**src/rtl/modbus_map_pkg.sv**
```systemverilog
// package: constants and carriers for the modbus server function decoder
package modbus_map_pkg;

  // =====================================================================
  // function codes
  localparam logic [7:0] FC_READ_COILS      = 8'h01;
  localparam logic [7:0] FC_READ_DISCRETE   = 8'h02;
  localparam logic [7:0] FC_READ_HOLDING    = 8'h03;
  localparam logic [7:0] FC_READ_INPUT      = 8'h04;
  localparam logic [7:0] FC_WRITE_COIL      = 8'h05;
  localparam logic [7:0] FC_WRITE_REG       = 8'h06;
  localparam logic [7:0] FC_DIAGNOSTICS     = 8'h08;
  localparam logic [7:0] FC_WRITE_COILS     = 8'h0f;
  localparam logic [7:0] FC_WRITE_REGS      = 8'h10;
  localparam logic [7:0] FC_READ_WRITE_REGS = 8'h17;
  localparam logic [7:0] EXC_FLAG           = 8'h80;
  localparam logic [7:0] EXC_ILLEGAL_FUNC   = 8'h01;
  localparam logic [7:0] EXC_ILLEGAL_ADDR   = 8'h02;

  // =====================================================================
  // diagnostics subcodes
  localparam logic [15:0] DIAG_QUERY        = 16'h0000;
  localparam logic [15:0] DIAG_RESTART      = 16'h0001;
  localparam logic [15:0] DIAG_LISTEN_ONLY  = 16'h0004;

  // =====================================================================
  // reference map, zero based addresses
  localparam logic [15:0] COIL_CTRL_LAST    = 16'h001f;
  localparam logic [15:0] COIL_RELAY_BASE   = 16'h0020;
  localparam int          RELAY_COUNT       = 6;
  localparam logic [15:0] DIN_STATUS_LAST   = 16'h001f;
  localparam logic [15:0] DIN_TERM_BASE     = 16'h0020;
  localparam int          TERM_COUNT        = 6;
  localparam int          ANALOG_COUNT      = 2;
  localparam int          HOLD_DEPTH        = 64;
  localparam int          HOLD_AW           = 6;
  localparam logic [15:0] HOLD_CTRL_ADDR    = 16'h0000;
  localparam logic [15:0] HOLD_PROFILE_ADDR = 16'h0001;
  localparam logic [15:0] HOLD_SYSCTL_ADDR  = 16'h0002;
  localparam logic [15:0] HOLD_STATUS_ADDR  = 16'h0003;

  // =====================================================================
  // profiles
  localparam logic [15:0] PROF_LIMITED      = 16'h0000;
  localparam logic [15:0] PROF_EXTENDED     = 16'h0001;
  localparam logic [15:0] PROF_FULL         = 16'h0002;
  localparam logic [15:0] SYSCTL_SYSTEM     = 16'h0001;
  localparam logic [31:0] MASK_LIMITED      = 32'h0000_08ef;
  localparam logic [31:0] MASK_FULL         = 32'h0000_0cff;
  localparam logic [31:0] MASK_EXTENDED     = 32'h000f_ffff;
  localparam logic [31:0] MASK_BYPASS       = 32'h0000_ffff;

  typedef enum logic [1:0] {
    limited_drive_profile,
    extended_32bit_profile,
    full_drive_profile,
    fixed_bypass_profile
  } profile_t;

  // =====================================================================
  // request: one decoded message; count is coil or register count
  typedef struct packed {
    logic [7:0]  func;
    logic [15:0] addr;
    logic [15:0] count;
    logic [15:0] data;
    logic [15:0] waddr;
    logic [15:0] wcount;
  } request_t;

  // reply word stream: header then data words
  typedef struct packed {
    logic        valid;
    logic        last;
    logic [15:0] word;
  } reply_t;

endpackage

```
**src/rtl/modbus_rtu_server_map.sv**
```systemverilog
// modbus rtu server function decoder mapping requests onto drive resources
//
// Summary of operation
// reply only to client requests, half duplex
// framing below assumes rtu binary mode
// read coils returns control word bits
// relay outputs start at coil 33
// force single coil, same coil map
// force multiple coils, same coil map
// discrete inputs give status word bits
// terminal inputs start at input 33
// two analog inputs as input registers
// read consecutive holding registers
// write one holding register
// write consecutive holding registers
// combined write then read registers
// diagnostics echo, restart, listen only
// profile parameter selects control profile
// system control forces bypass profile
// limited drive profile after reset
// extended profile widens words to 32 (the control word mask passes bits 0 to 19 only)
// full profile enables two extra bits
// message addresses are zero based
// unsupported function gives illegal function
//
// The register addresses and the plain strobed port are this design's own decisions.
`timescale 1ns/1ps
`default_nettype none

module modbus_rtu_server_map
(
  input  wire logic                        clk_sys,
  input  wire logic                        rst_b,
  input  wire logic                        clk_en,
  // request from rtu framer, one cycle strobe
  input  wire logic                        req_valid,
  input  wire modbus_map_pkg::request_t    req,
  // write data words for multi writes, each held until taken with wdata_ready
  input  wire logic                        wdata_valid,
  input  wire logic [15:0]                 wdata,
  output logic                             wdata_ready,
  // reply word stream to framer
  output modbus_map_pkg::reply_t           reply,
  output logic                             busy,
  output logic                             listen_only,
  output logic                             comm_restart,
  // drive resources
  input  wire logic [31:0]                 status_word,
  input  wire logic [modbus_map_pkg::TERM_COUNT-1:0] term_in_pin,
  input  wire logic [15:0]                 analog_in0,
  input  wire logic [15:0]                 analog_in1,
  output logic [31:0]                      control_word,
  output logic [modbus_map_pkg::RELAY_COUNT-1:0] relay_out,
  output modbus_map_pkg::profile_t         profile
);

  // =====================================================================
  // state
  typedef enum logic [2:0] {
    st_idle,
    st_wcoils,
    st_wregs,
    st_head,
    st_rbits,
    st_rregs,
    st_done
  } state_t;

  state_t                                  state;
  modbus_map_pkg::request_t                cur;
  logic [15:0]                             ptr;
  logic [15:0]                             left;
  logic [15:0]                             hold [modbus_map_pkg::HOLD_DEPTH];
  logic [modbus_map_pkg::TERM_COUNT-1:0]   term_meta;
  logic [modbus_map_pkg::TERM_COUNT-1:0]   term_sync;
  logic [3:0]                              bitpos;
  logic [15:0]                             bitacc;

  // term pins come from outside: two flops first
  always_ff @(posedge clk_sys)
  begin
    if (clk_en)
    begin
      term_meta <= term_in_pin;
      term_sync <= term_meta;
    end
  end

  // =====================================================================
  // profile selection
  wire logic [15:0] prof_par  = hold[modbus_map_pkg::HOLD_PROFILE_ADDR[5:0]];
  wire logic [15:0] sysctl    = hold[modbus_map_pkg::HOLD_SYSCTL_ADDR[5:0]];
  wire logic        sys_byp   = (sysctl == modbus_map_pkg::SYSCTL_SYSTEM);
  wire modbus_map_pkg::profile_t next_profile =
    sys_byp ? modbus_map_pkg::fixed_bypass_profile :
    (prof_par == modbus_map_pkg::PROF_EXTENDED) ?
      modbus_map_pkg::extended_32bit_profile :
    (prof_par == modbus_map_pkg::PROF_FULL) ?
      modbus_map_pkg::full_drive_profile :
      modbus_map_pkg::limited_drive_profile;
  // bits the active profile honours; full adds bits 4 and 10
  wire logic [31:0] ctrl_mask =
    (profile == modbus_map_pkg::extended_32bit_profile) ?
      modbus_map_pkg::MASK_EXTENDED :
    (profile == modbus_map_pkg::full_drive_profile) ?
      modbus_map_pkg::MASK_FULL :
    (profile == modbus_map_pkg::fixed_bypass_profile) ?
      modbus_map_pkg::MASK_BYPASS : modbus_map_pkg::MASK_LIMITED;
  wire logic        wide      =
    (profile == modbus_map_pkg::extended_32bit_profile);
  wire logic [31:0] stat_vis  =
    wide ? status_word : {16'h0000, status_word[15:0]};

  // =====================================================================
  // bit and register lookup, addresses zero based
  function automatic logic coil_bit(input logic [15:0] a);
    logic [15:0] r;
    r = a - modbus_map_pkg::COIL_RELAY_BASE;
    if (a <= modbus_map_pkg::COIL_CTRL_LAST)
      coil_bit = control_word[a[4:0]];
    else if (r < 16'(modbus_map_pkg::RELAY_COUNT))
      coil_bit = relay_out[r[2:0]];
    else
      coil_bit = 1'b0;
  endfunction

  function automatic logic din_bit(input logic [15:0] a);
    logic [15:0] r;
    r = a - modbus_map_pkg::DIN_TERM_BASE;
    if (a <= modbus_map_pkg::DIN_STATUS_LAST)
      din_bit = stat_vis[a[4:0]];
    else if (r < 16'(modbus_map_pkg::TERM_COUNT))
      din_bit = term_sync[r[2:0]];
    else
      din_bit = 1'b0;
  endfunction

  wire logic        is_coil_rd = (cur.func == modbus_map_pkg::FC_READ_COILS);
  wire logic        cur_bit    = is_coil_rd ? coil_bit(ptr) : din_bit(ptr);
  wire logic [15:0] hold_word  =
    (ptr == modbus_map_pkg::HOLD_STATUS_ADDR) ? stat_vis[15:0] :
    hold[ptr[modbus_map_pkg::HOLD_AW-1:0]];
  wire logic [15:0] in_word    = ptr[0] ? analog_in1 : analog_in0;
  wire logic [15:0] reg_word   =
    (cur.func == modbus_map_pkg::FC_READ_INPUT) ? in_word : hold_word;

  // =====================================================================
  // request classification
  wire logic f_rbits  = (req.func == modbus_map_pkg::FC_READ_COILS) ||
                        (req.func == modbus_map_pkg::FC_READ_DISCRETE);
  wire logic f_rhold  = (req.func == modbus_map_pkg::FC_READ_HOLDING);
  wire logic f_rin    = (req.func == modbus_map_pkg::FC_READ_INPUT);
  wire logic f_wcoil  = (req.func == modbus_map_pkg::FC_WRITE_COIL);
  wire logic f_wreg   = (req.func == modbus_map_pkg::FC_WRITE_REG);
  wire logic f_diag   = (req.func == modbus_map_pkg::FC_DIAGNOSTICS);
  wire logic f_wcoils = (req.func == modbus_map_pkg::FC_WRITE_COILS);
  wire logic f_wregs  = (req.func == modbus_map_pkg::FC_WRITE_REGS);
  wire logic f_rw     = (req.func == modbus_map_pkg::FC_READ_WRITE_REGS);
  wire logic f_known  = f_rbits | f_rhold | f_rin | f_wcoil | f_wreg |
                        f_diag | f_wcoils | f_wregs | f_rw;
  wire logic in_range = f_rin ?
    (32'(req.addr) + 32'(req.count) <= 32'(modbus_map_pkg::ANALOG_COUNT)) :
    1'b1;
  wire logic hold_ok  =
    (32'(req.addr) + 32'(req.count) <= 32'(modbus_map_pkg::HOLD_DEPTH));
  wire logic w_ok     = f_wreg ? (req.addr < 16'(modbus_map_pkg::HOLD_DEPTH))
                      : (f_wregs | f_rw) ?
    (32'(req.waddr) + 32'(req.wcount) <= 32'(modbus_map_pkg::HOLD_DEPTH)) :
    1'b1;
  wire logic addr_ok  = in_range && w_ok && (!(f_rhold | f_rw) || hold_ok);
  wire logic take     = clk_en && req_valid && (state == st_idle);

  // coil value for 0x05 is ff00 on, 0000 off
  wire logic        wcoil_val = (req.data == 16'hff00);
  wire logic [15:0] wcoil_adr = cur.waddr + {12'h000, bitpos};

  // =====================================================================
  // sequencer
  always_ff @(posedge clk_sys)
  begin
    if (!rst_b)
    begin
      state        <= st_idle;
      cur          <= '0;
      ptr          <= 16'h0000;
      left         <= 16'h0000;
      bitpos       <= 4'h0;
      bitacc       <= 16'h0000;
      reply        <= '0;
      busy         <= 1'b0;
      wdata_ready  <= 1'b0;
      listen_only  <= 1'b0;
      comm_restart <= 1'b0;
      control_word <= 32'h0000_0000;
      relay_out    <= '0;
      profile      <= modbus_map_pkg::limited_drive_profile;
      for (int i = 0; i < modbus_map_pkg::HOLD_DEPTH; i++)
        hold[i] <= 16'h0000;
    end
    else if (clk_en)
    begin
      profile      <= next_profile;
      reply        <= '0;
      comm_restart <= 1'b0;
      case (state)
        st_idle:
        begin
          busy <= 1'b0;
          if (req_valid)
          begin
            cur   <= req;
            busy  <= 1'b1;
            state <= st_done;
            if (!f_known)
            begin
              // no state change, exception only
              reply <= '{1'b1, 1'b1,
                {req.func | modbus_map_pkg::EXC_FLAG,
                 modbus_map_pkg::EXC_ILLEGAL_FUNC}};
            end
            else if (!addr_ok)
              reply <= '{1'b1, 1'b1,
                {req.func | modbus_map_pkg::EXC_FLAG,
                 modbus_map_pkg::EXC_ILLEGAL_ADDR}};
            else if (f_diag)
            begin
              reply <= '{1'b1, 1'b1, req.data};
              if (req.addr == modbus_map_pkg::DIAG_RESTART)
              begin
                listen_only  <= 1'b0;
                comm_restart <= 1'b1;
              end
              else if (req.addr == modbus_map_pkg::DIAG_LISTEN_ONLY)
                listen_only <= 1'b1;
            end
            else if (f_wcoil)
            begin
              if (req.addr <= modbus_map_pkg::COIL_CTRL_LAST)
                control_word[req.addr[4:0]] <=
                  wcoil_val & ctrl_mask[req.addr[4:0]];
              else if (req.addr - modbus_map_pkg::COIL_RELAY_BASE <
                       16'(modbus_map_pkg::RELAY_COUNT))
                relay_out[3'(req.addr - modbus_map_pkg::COIL_RELAY_BASE)] <=
                  wcoil_val;
              reply <= '{1'b1, 1'b1, req.addr};
            end
            else if (f_wreg)
            begin
              hold[req.addr[modbus_map_pkg::HOLD_AW-1:0]] <= req.data;
              if (req.addr == modbus_map_pkg::HOLD_CTRL_ADDR)
                control_word[15:0] <= req.data & ctrl_mask[15:0];
              reply <= '{1'b1, 1'b1, req.data};
            end
            else if (f_wcoils)
            begin
              cur.waddr <= req.addr;
              left      <= req.count;
              bitpos    <= 4'h0;
              wdata_ready <= (req.count == 16'h0001);
              state     <= st_wcoils;
            end
            else if (f_wregs | f_rw)
            begin
              left      <= f_rw ? req.wcount : req.count;
              ptr       <= f_rw ? req.waddr : req.addr;
              wdata_ready <= 1'b1;
              state     <= st_wregs;
            end
            else
            begin
              ptr   <= req.addr;
              left  <= req.count;
              state <= st_head;
            end
          end
        end
        st_wcoils:
        begin
          // one data word carries sixteen coils, lsb first
          if (left == 16'h0000)
          begin
            wdata_ready <= 1'b0;
            reply <= '{1'b1, 1'b1, cur.count};
            state <= st_done;
          end
          else if (wdata_valid)
          begin
            if (wcoil_adr <= modbus_map_pkg::COIL_CTRL_LAST)
              control_word[wcoil_adr[4:0]] <=
                wdata[bitpos] & ctrl_mask[wcoil_adr[4:0]];
            else if (wcoil_adr - modbus_map_pkg::COIL_RELAY_BASE <
                     16'(modbus_map_pkg::RELAY_COUNT))
              relay_out[3'(wcoil_adr - modbus_map_pkg::COIL_RELAY_BASE)] <=
                wdata[bitpos];
            left   <= left - 16'h0001;
            bitpos <= bitpos + 4'h1;
            if (bitpos == 4'hf)
              cur.waddr <= cur.waddr + 16'h0010;
            // ready only beside the last coil of a word, which pops it
            wdata_ready <= (left == 16'h0002) ||
                           (bitpos == 4'he && left != 16'h0001);
          end
        end
        st_wregs:
        begin
          if (left == 16'h0000)
          begin
            wdata_ready <= 1'b0;
            if (cur.func == modbus_map_pkg::FC_READ_WRITE_REGS)
            begin
              ptr   <= cur.addr;
              left  <= cur.count;
              state <= st_head;
            end
            else
            begin
              reply <= '{1'b1, 1'b1, cur.count};
              state <= st_done;
            end
          end
          else if (wdata_valid)
          begin
            hold[ptr[modbus_map_pkg::HOLD_AW-1:0]] <= wdata;
            if (ptr == modbus_map_pkg::HOLD_CTRL_ADDR)
              control_word[15:0] <= wdata & ctrl_mask[15:0];
            ptr  <= ptr + 16'h0001;
            left <= left - 16'h0001;
          end
        end
        st_head:
        begin
          // header word holds the data word count
          reply  <= '{1'b1, left == 16'h0000,
            (cur.func == modbus_map_pkg::FC_READ_COILS ||
             cur.func == modbus_map_pkg::FC_READ_DISCRETE) ?
              ((left + 16'h000f) >> 4) : left};
          bitpos <= 4'h0;
          bitacc <= 16'h0000;
          state  <= (left == 16'h0000) ? st_done :
            (cur.func == modbus_map_pkg::FC_READ_COILS ||
             cur.func == modbus_map_pkg::FC_READ_DISCRETE) ?
              st_rbits : st_rregs;
        end
        st_rbits:
        begin
          // pack bits lsb first, sixteen to a word
          bitacc[bitpos] <= cur_bit;
          ptr    <= ptr + 16'h0001;
          left   <= left - 16'h0001;
          bitpos <= bitpos + 4'h1;
          if (bitpos == 4'hf || left == 16'h0001)
          begin
            reply  <= '{1'b1, left == 16'h0001,
              bitacc | (16'(cur_bit) << bitpos)};
            bitacc <= 16'h0000;
            bitpos <= 4'h0;
            if (left == 16'h0001)
              state <= st_done;
          end
        end
        st_rregs:
        begin
          reply <= '{1'b1, left == 16'h0001, reg_word};
          ptr   <= ptr + 16'h0001;
          left  <= left - 16'h0001;
          if (left == 16'h0001)
            state <= st_done;
        end
        st_done:
        begin
          busy  <= 1'b0;
          state <= st_idle;
        end
        default:
          state <= st_idle;
      endcase
      // listen only: actions done, replies suppressed except to a diagnostics restart
      if (listen_only && !(take && f_diag &&
          req.addr == modbus_map_pkg::DIAG_RESTART))
        reply.valid <= 1'b0;
    end
  end

endmodule

`default_nettype wire

```
**config.mk**
```make
export PLATFORM = sky130hd
export DESIGN_NAME = modbus_rtu_server_map
export DESIGN_NICKNAME = d
export VERILOG_FILES = /design/src/rtl/modbus_map_pkg.sv /design/src/rtl/modbus_rtu_server_map.sv
export SDC_FILE = /design/constraint.sdc
export NUM_CORES = 2
export LEC_CHECK = 0
export ABC_AREA = 1
export BUFFER_PORTS_ARGS = -buffer_cell sky130_fd_sc_hd__buf_2
export CAP_MARGIN = 20
export CORE_ASPECT_RATIO = 0.9
export CORE_MARGIN = 2
export CORE_UTILIZATION = 50
export DETAILED_ROUTE_END_ITERATION = 8
export PLACE_DENSITY_LB_ADDON = 0.3
export SLEW_MARGIN = 20
export SYNTH_ARGS = -nofsm -noshare
export SYNTH_HDL_FRONTEND = slang
export SYNTH_SLANG_ARGS = --single-unit
```
**constraint.sdc**
```tcl
create_clock -name clk_sys -period 4.94 [get_ports clk_sys]
set_clock_uncertainty 0.2 [all_clocks]
set_input_delay 1.235 -clock clk_sys [delete_from_list [all_inputs] [get_ports clk_sys]]
set_output_delay 1.235 -clock clk_sys [all_outputs]
set_load 0.005 [all_outputs]
```
==> results.py <==
metrics = {
    "clocking": {
        "cts_made_buffers": 132,
        "cts_resized": 0,
        "cts_sinks": 1215,
        "htreeDepth": 4,
        "clock-root-buffer": "clkbuf_16",
        "clk_latency_ns": 0.79,
        "holdBufCountCts": 0,
        "cts_buffer_depth": 3,
        "cts_tree": "yes",
        "path_clk_slew_ns": 0.06,
        "post_cts_buffers": 0,
    },
    "logic_synthesis": {
        "avgSynthCellArea_um2": 8.96,
        "syn_nets": 7526,
        "netlist_area_mm2": 0.0654,
        "synth_cells": 7294,
        "synthFlopType": "edfxtp_1",
        "ys_async_sr_fraction_pct": 0,
        "yosys.area.top_type": "edfxtp_1",
        "yosys.cell_count.top_type": "nor2_1",
        "yosysUniqueCellTypes": 72,
        "yosys-top-cells-area": "edfxtp_1 (48%), nor2_1 (7.8%), o21ai_0 (6.1%)",
        "ys_seq_area_share_pct": 53.1,
        "synth_edf_count": 1036,
        "ys_top_cells_by_count": "nor2_1 (1352), edfxtp_1 (1036), nand2_1 (959)",
        "yosysTopAreaCellShare_pct": 47.6,
        "ys_ff_latch": 1215,
        "yosys_warnings": 0,
    },
    "floorplanning": {
        "start_util_pct": 50.5,
        "fp-row-count": 125,
        "die_w_um": 385,
        "ios": 241,
        "core_mm2": 0.129,
        "die_y_um": 347,
        "dieArea_mm2": 0.134,
    },
    "detailed_routing": {
        "drt_iter0_markers": 8217,
        "ant_nets": 0,
        "drt_pre_antenna_iters": 8,
        "wl_per_cell_um": 25.3,
        "wirelength_mm": 235,
        "drt-vias-per-instance": 6.14,
        "drc_errors": 0,
        "vias": 57078,
    },
    "timing": {
        "timing.slew.headroom_pct": 23.3,
        "tightest_slew_ns": 1.15,
        "drv_slew": 0,
        "fin_ws_ns": 0.346,
        "fin_crit_sh_pct": 93.0,
        "fmax_ghz": 0.218,
        "timing_hold_violations_final": 0,
        "fin_crit_ns": 4.59,
        "rsz0062_at_grt": "false",
        "setup_viol": 0,
    },
    "worst_setup_path": {
        "worstPathMaxFanout": 30,
        "crit_path_end_kind": "flop",
        "crit_type": "reg -> reg",
        "crit_arrival_ns": 4.88,
        "worstPathRequired_ns": 5.22,
        "critPathLaunchType": "flop",
    },
    "final_layout": {
        "areaGrowthSynthToFinish_pct": 14.3,
        "nFillCells": 11256,
        "drive_above_1_share_pct": 19.6,
        "fin_cells": 9296,
        "nNetsFinal": 7705,
        "fin_area_mm2": 0.0747,
    },
    "placement": {
        "placed_area_mm2": 0.0702,
        "gp_congestion": 1.04,
        "io_buffer_count": 240,
        "pre_cts_ws_ns": -0.106,
        "hpwl_mm": 165,
        "place_inst": 9053,
    },
    "power_and_ir_drop": {
        "p_leak_nw": 29.2,
        "power.density_mw_per_mm2": 414,
        "swShare_pct": 35.5,
        "seq_power_share_pct": 38.5,
        "combPwrFrac_pct": 27.7,
        "switching_power_mw": 11.0,
        "power.internal_mw": 19.9,
        "clockPowerShare_pct": 33.9,
        "peakVddDrop_mv": 0.397,
    },
    "global_route": {
        "antenna_found_initial": 9,
        "gr-total-overflow": 0,
        "grt_pass1_vias": 53455,
        "grt_util_all_layers_pct": 34.4,
        "grt_max_degree": 171,
        "grt_pass1_wl_mm": 343,
    },
    "flow_run": {
        "max_cap_viol_count": 0,
    },
    "outcome": {
        "status": "finished, final reports clean",
    },
    "worst_hold_path": {
        "hold_path_class": "reg -> reg",
    },
}
[metrics by stage]
step	TNS (ns)	util, %	hold WS [ns]	total power [mW]
after floorplan	-5.02	-	0.200	16.8
after global placement	-4.36	54.2	0.202	20.2
after detailed placement	-54.45	54.2	0.205	20.3
after CTS	0	57.7	0.223	30.6
after global routing	0	57.7	0.232	31.9
final	0	57.7	0.222	30.9
[state kept, by name, indices dropped and copies added, names as in the netlist, named ones only]
name,cells
bitacc,16
bitpos,4
busy,1
comm_restart,1
control_word,32
cur,56
hold,1024
left,16
listen_only,1
profile,2
ptr,16
relay_out,6
reply,18
state,3
term_meta,6
term_sync,6
wdata_ready,1
[path summary, 6_finish.rpt]
path,from,end,slack [ns],cells after the start
hold reg to reg,term_meta[4],term_sync[4],0.22,0
setup / recovery,left[0],hold[52][4],0.35,15
hold / removal,term_meta[4],term_sync[4],0.22,0
setup reg to reg,left[0],hold[52][4],0.35,15
[final cells by class]
class                   instances  area [µm²]  area share [%]
multi-input cells            5099       26600            35.6
clock inverters                81        1070            1.43
clock buffers                 160        3470            4.64
inverters                     452        1720            2.30
repair buffers                573        4980            6.67
flip-flops and latches       1215       34700            46.4
diodes                          2        5.00         0.00670
well taps                    1714        2140            2.87
[cell usage in the layout, fill, tap and decap left out, types with 28 or more instances in the layout]
cell type,count
edfxtp_1,1036
nand3_1,386
nand2_2,45
a21oi_1,278
inv_1,425
buf_2,239
nand4_1,52
dfxtp_1,174
clkinv_1,28
clkbuf_16,134
buf_4,231
nand2_1,919
o21ai_0,801
nor2_2,516
xor2_1,35
o211ai_1,34
o221ai_1,181
a211oi_1,30
buf_12,102
o22ai_1,109
nand3_4,64
nor3_1,53
nor2_1,1352
ha_1,50
a31oi_1,31
[power groups by stage]
stage | registers, mW | logic (mW) | clock network (mW)
2_1_floorplan | 11.9 | 4.91 | 0
3_3_place_gp | 12.1 | 8.12 | 0
3_5_place_dp | 12.1 | 8.19 | 0
4_1_cts | 11.9 | 8.21 | 10.5
5_1_grt | 11.9 | 9.02 | 10.9
6_report | 11.9 | 8.55 | 10.5
[layer usage]
metal | GRT usage (%) | up-vias | wire length, µm
met5 | 0 | - | 81
met4 | 16.2 | 12 | 12100
met3 | 7.36 | 629 | 27500
met2 | 51.0 | 3599 | 103000
met1 | 48.1 | 27333 | 92700
li1 | - | 25505 | -
[logic make-up (layout without fill, tap and decap cells)]
kind of cell	Yosys count	after routing	synth area share [%]
AO/OA/AOI/OAI	1546	1546	13.8
AND/OR/NAND/NOR	3462	3462	24.9
buffers and inverters	980	1266	6.67
other	0	2	0
XOR/XNOR	37	37	0.496
multiplexers	1	1	0.0153
flip-flops	1215	1215	53.1
adder cells (fa/ha/maj)	53	53	1.05
[worst max-delay path, cell delays in order, from the launching register on]
cell and delay (ns):
dfxtp_1 0.41, inv_1 0.16, ha_1 0.26, nand2_1 0.20, nor2_4 0.09, nand2_4 0.14, nand2_2 0.11, inv_2 0.12
nand4_4 0.37, buf_12 0.35, o21ai_1 0.47, nand2_1 0.32, nor2_4 0.62, nand3_4 0.12, nand2_2 0.16, buf_12 0.15
No activity file was read; power rests on OpenSTA's default activity.
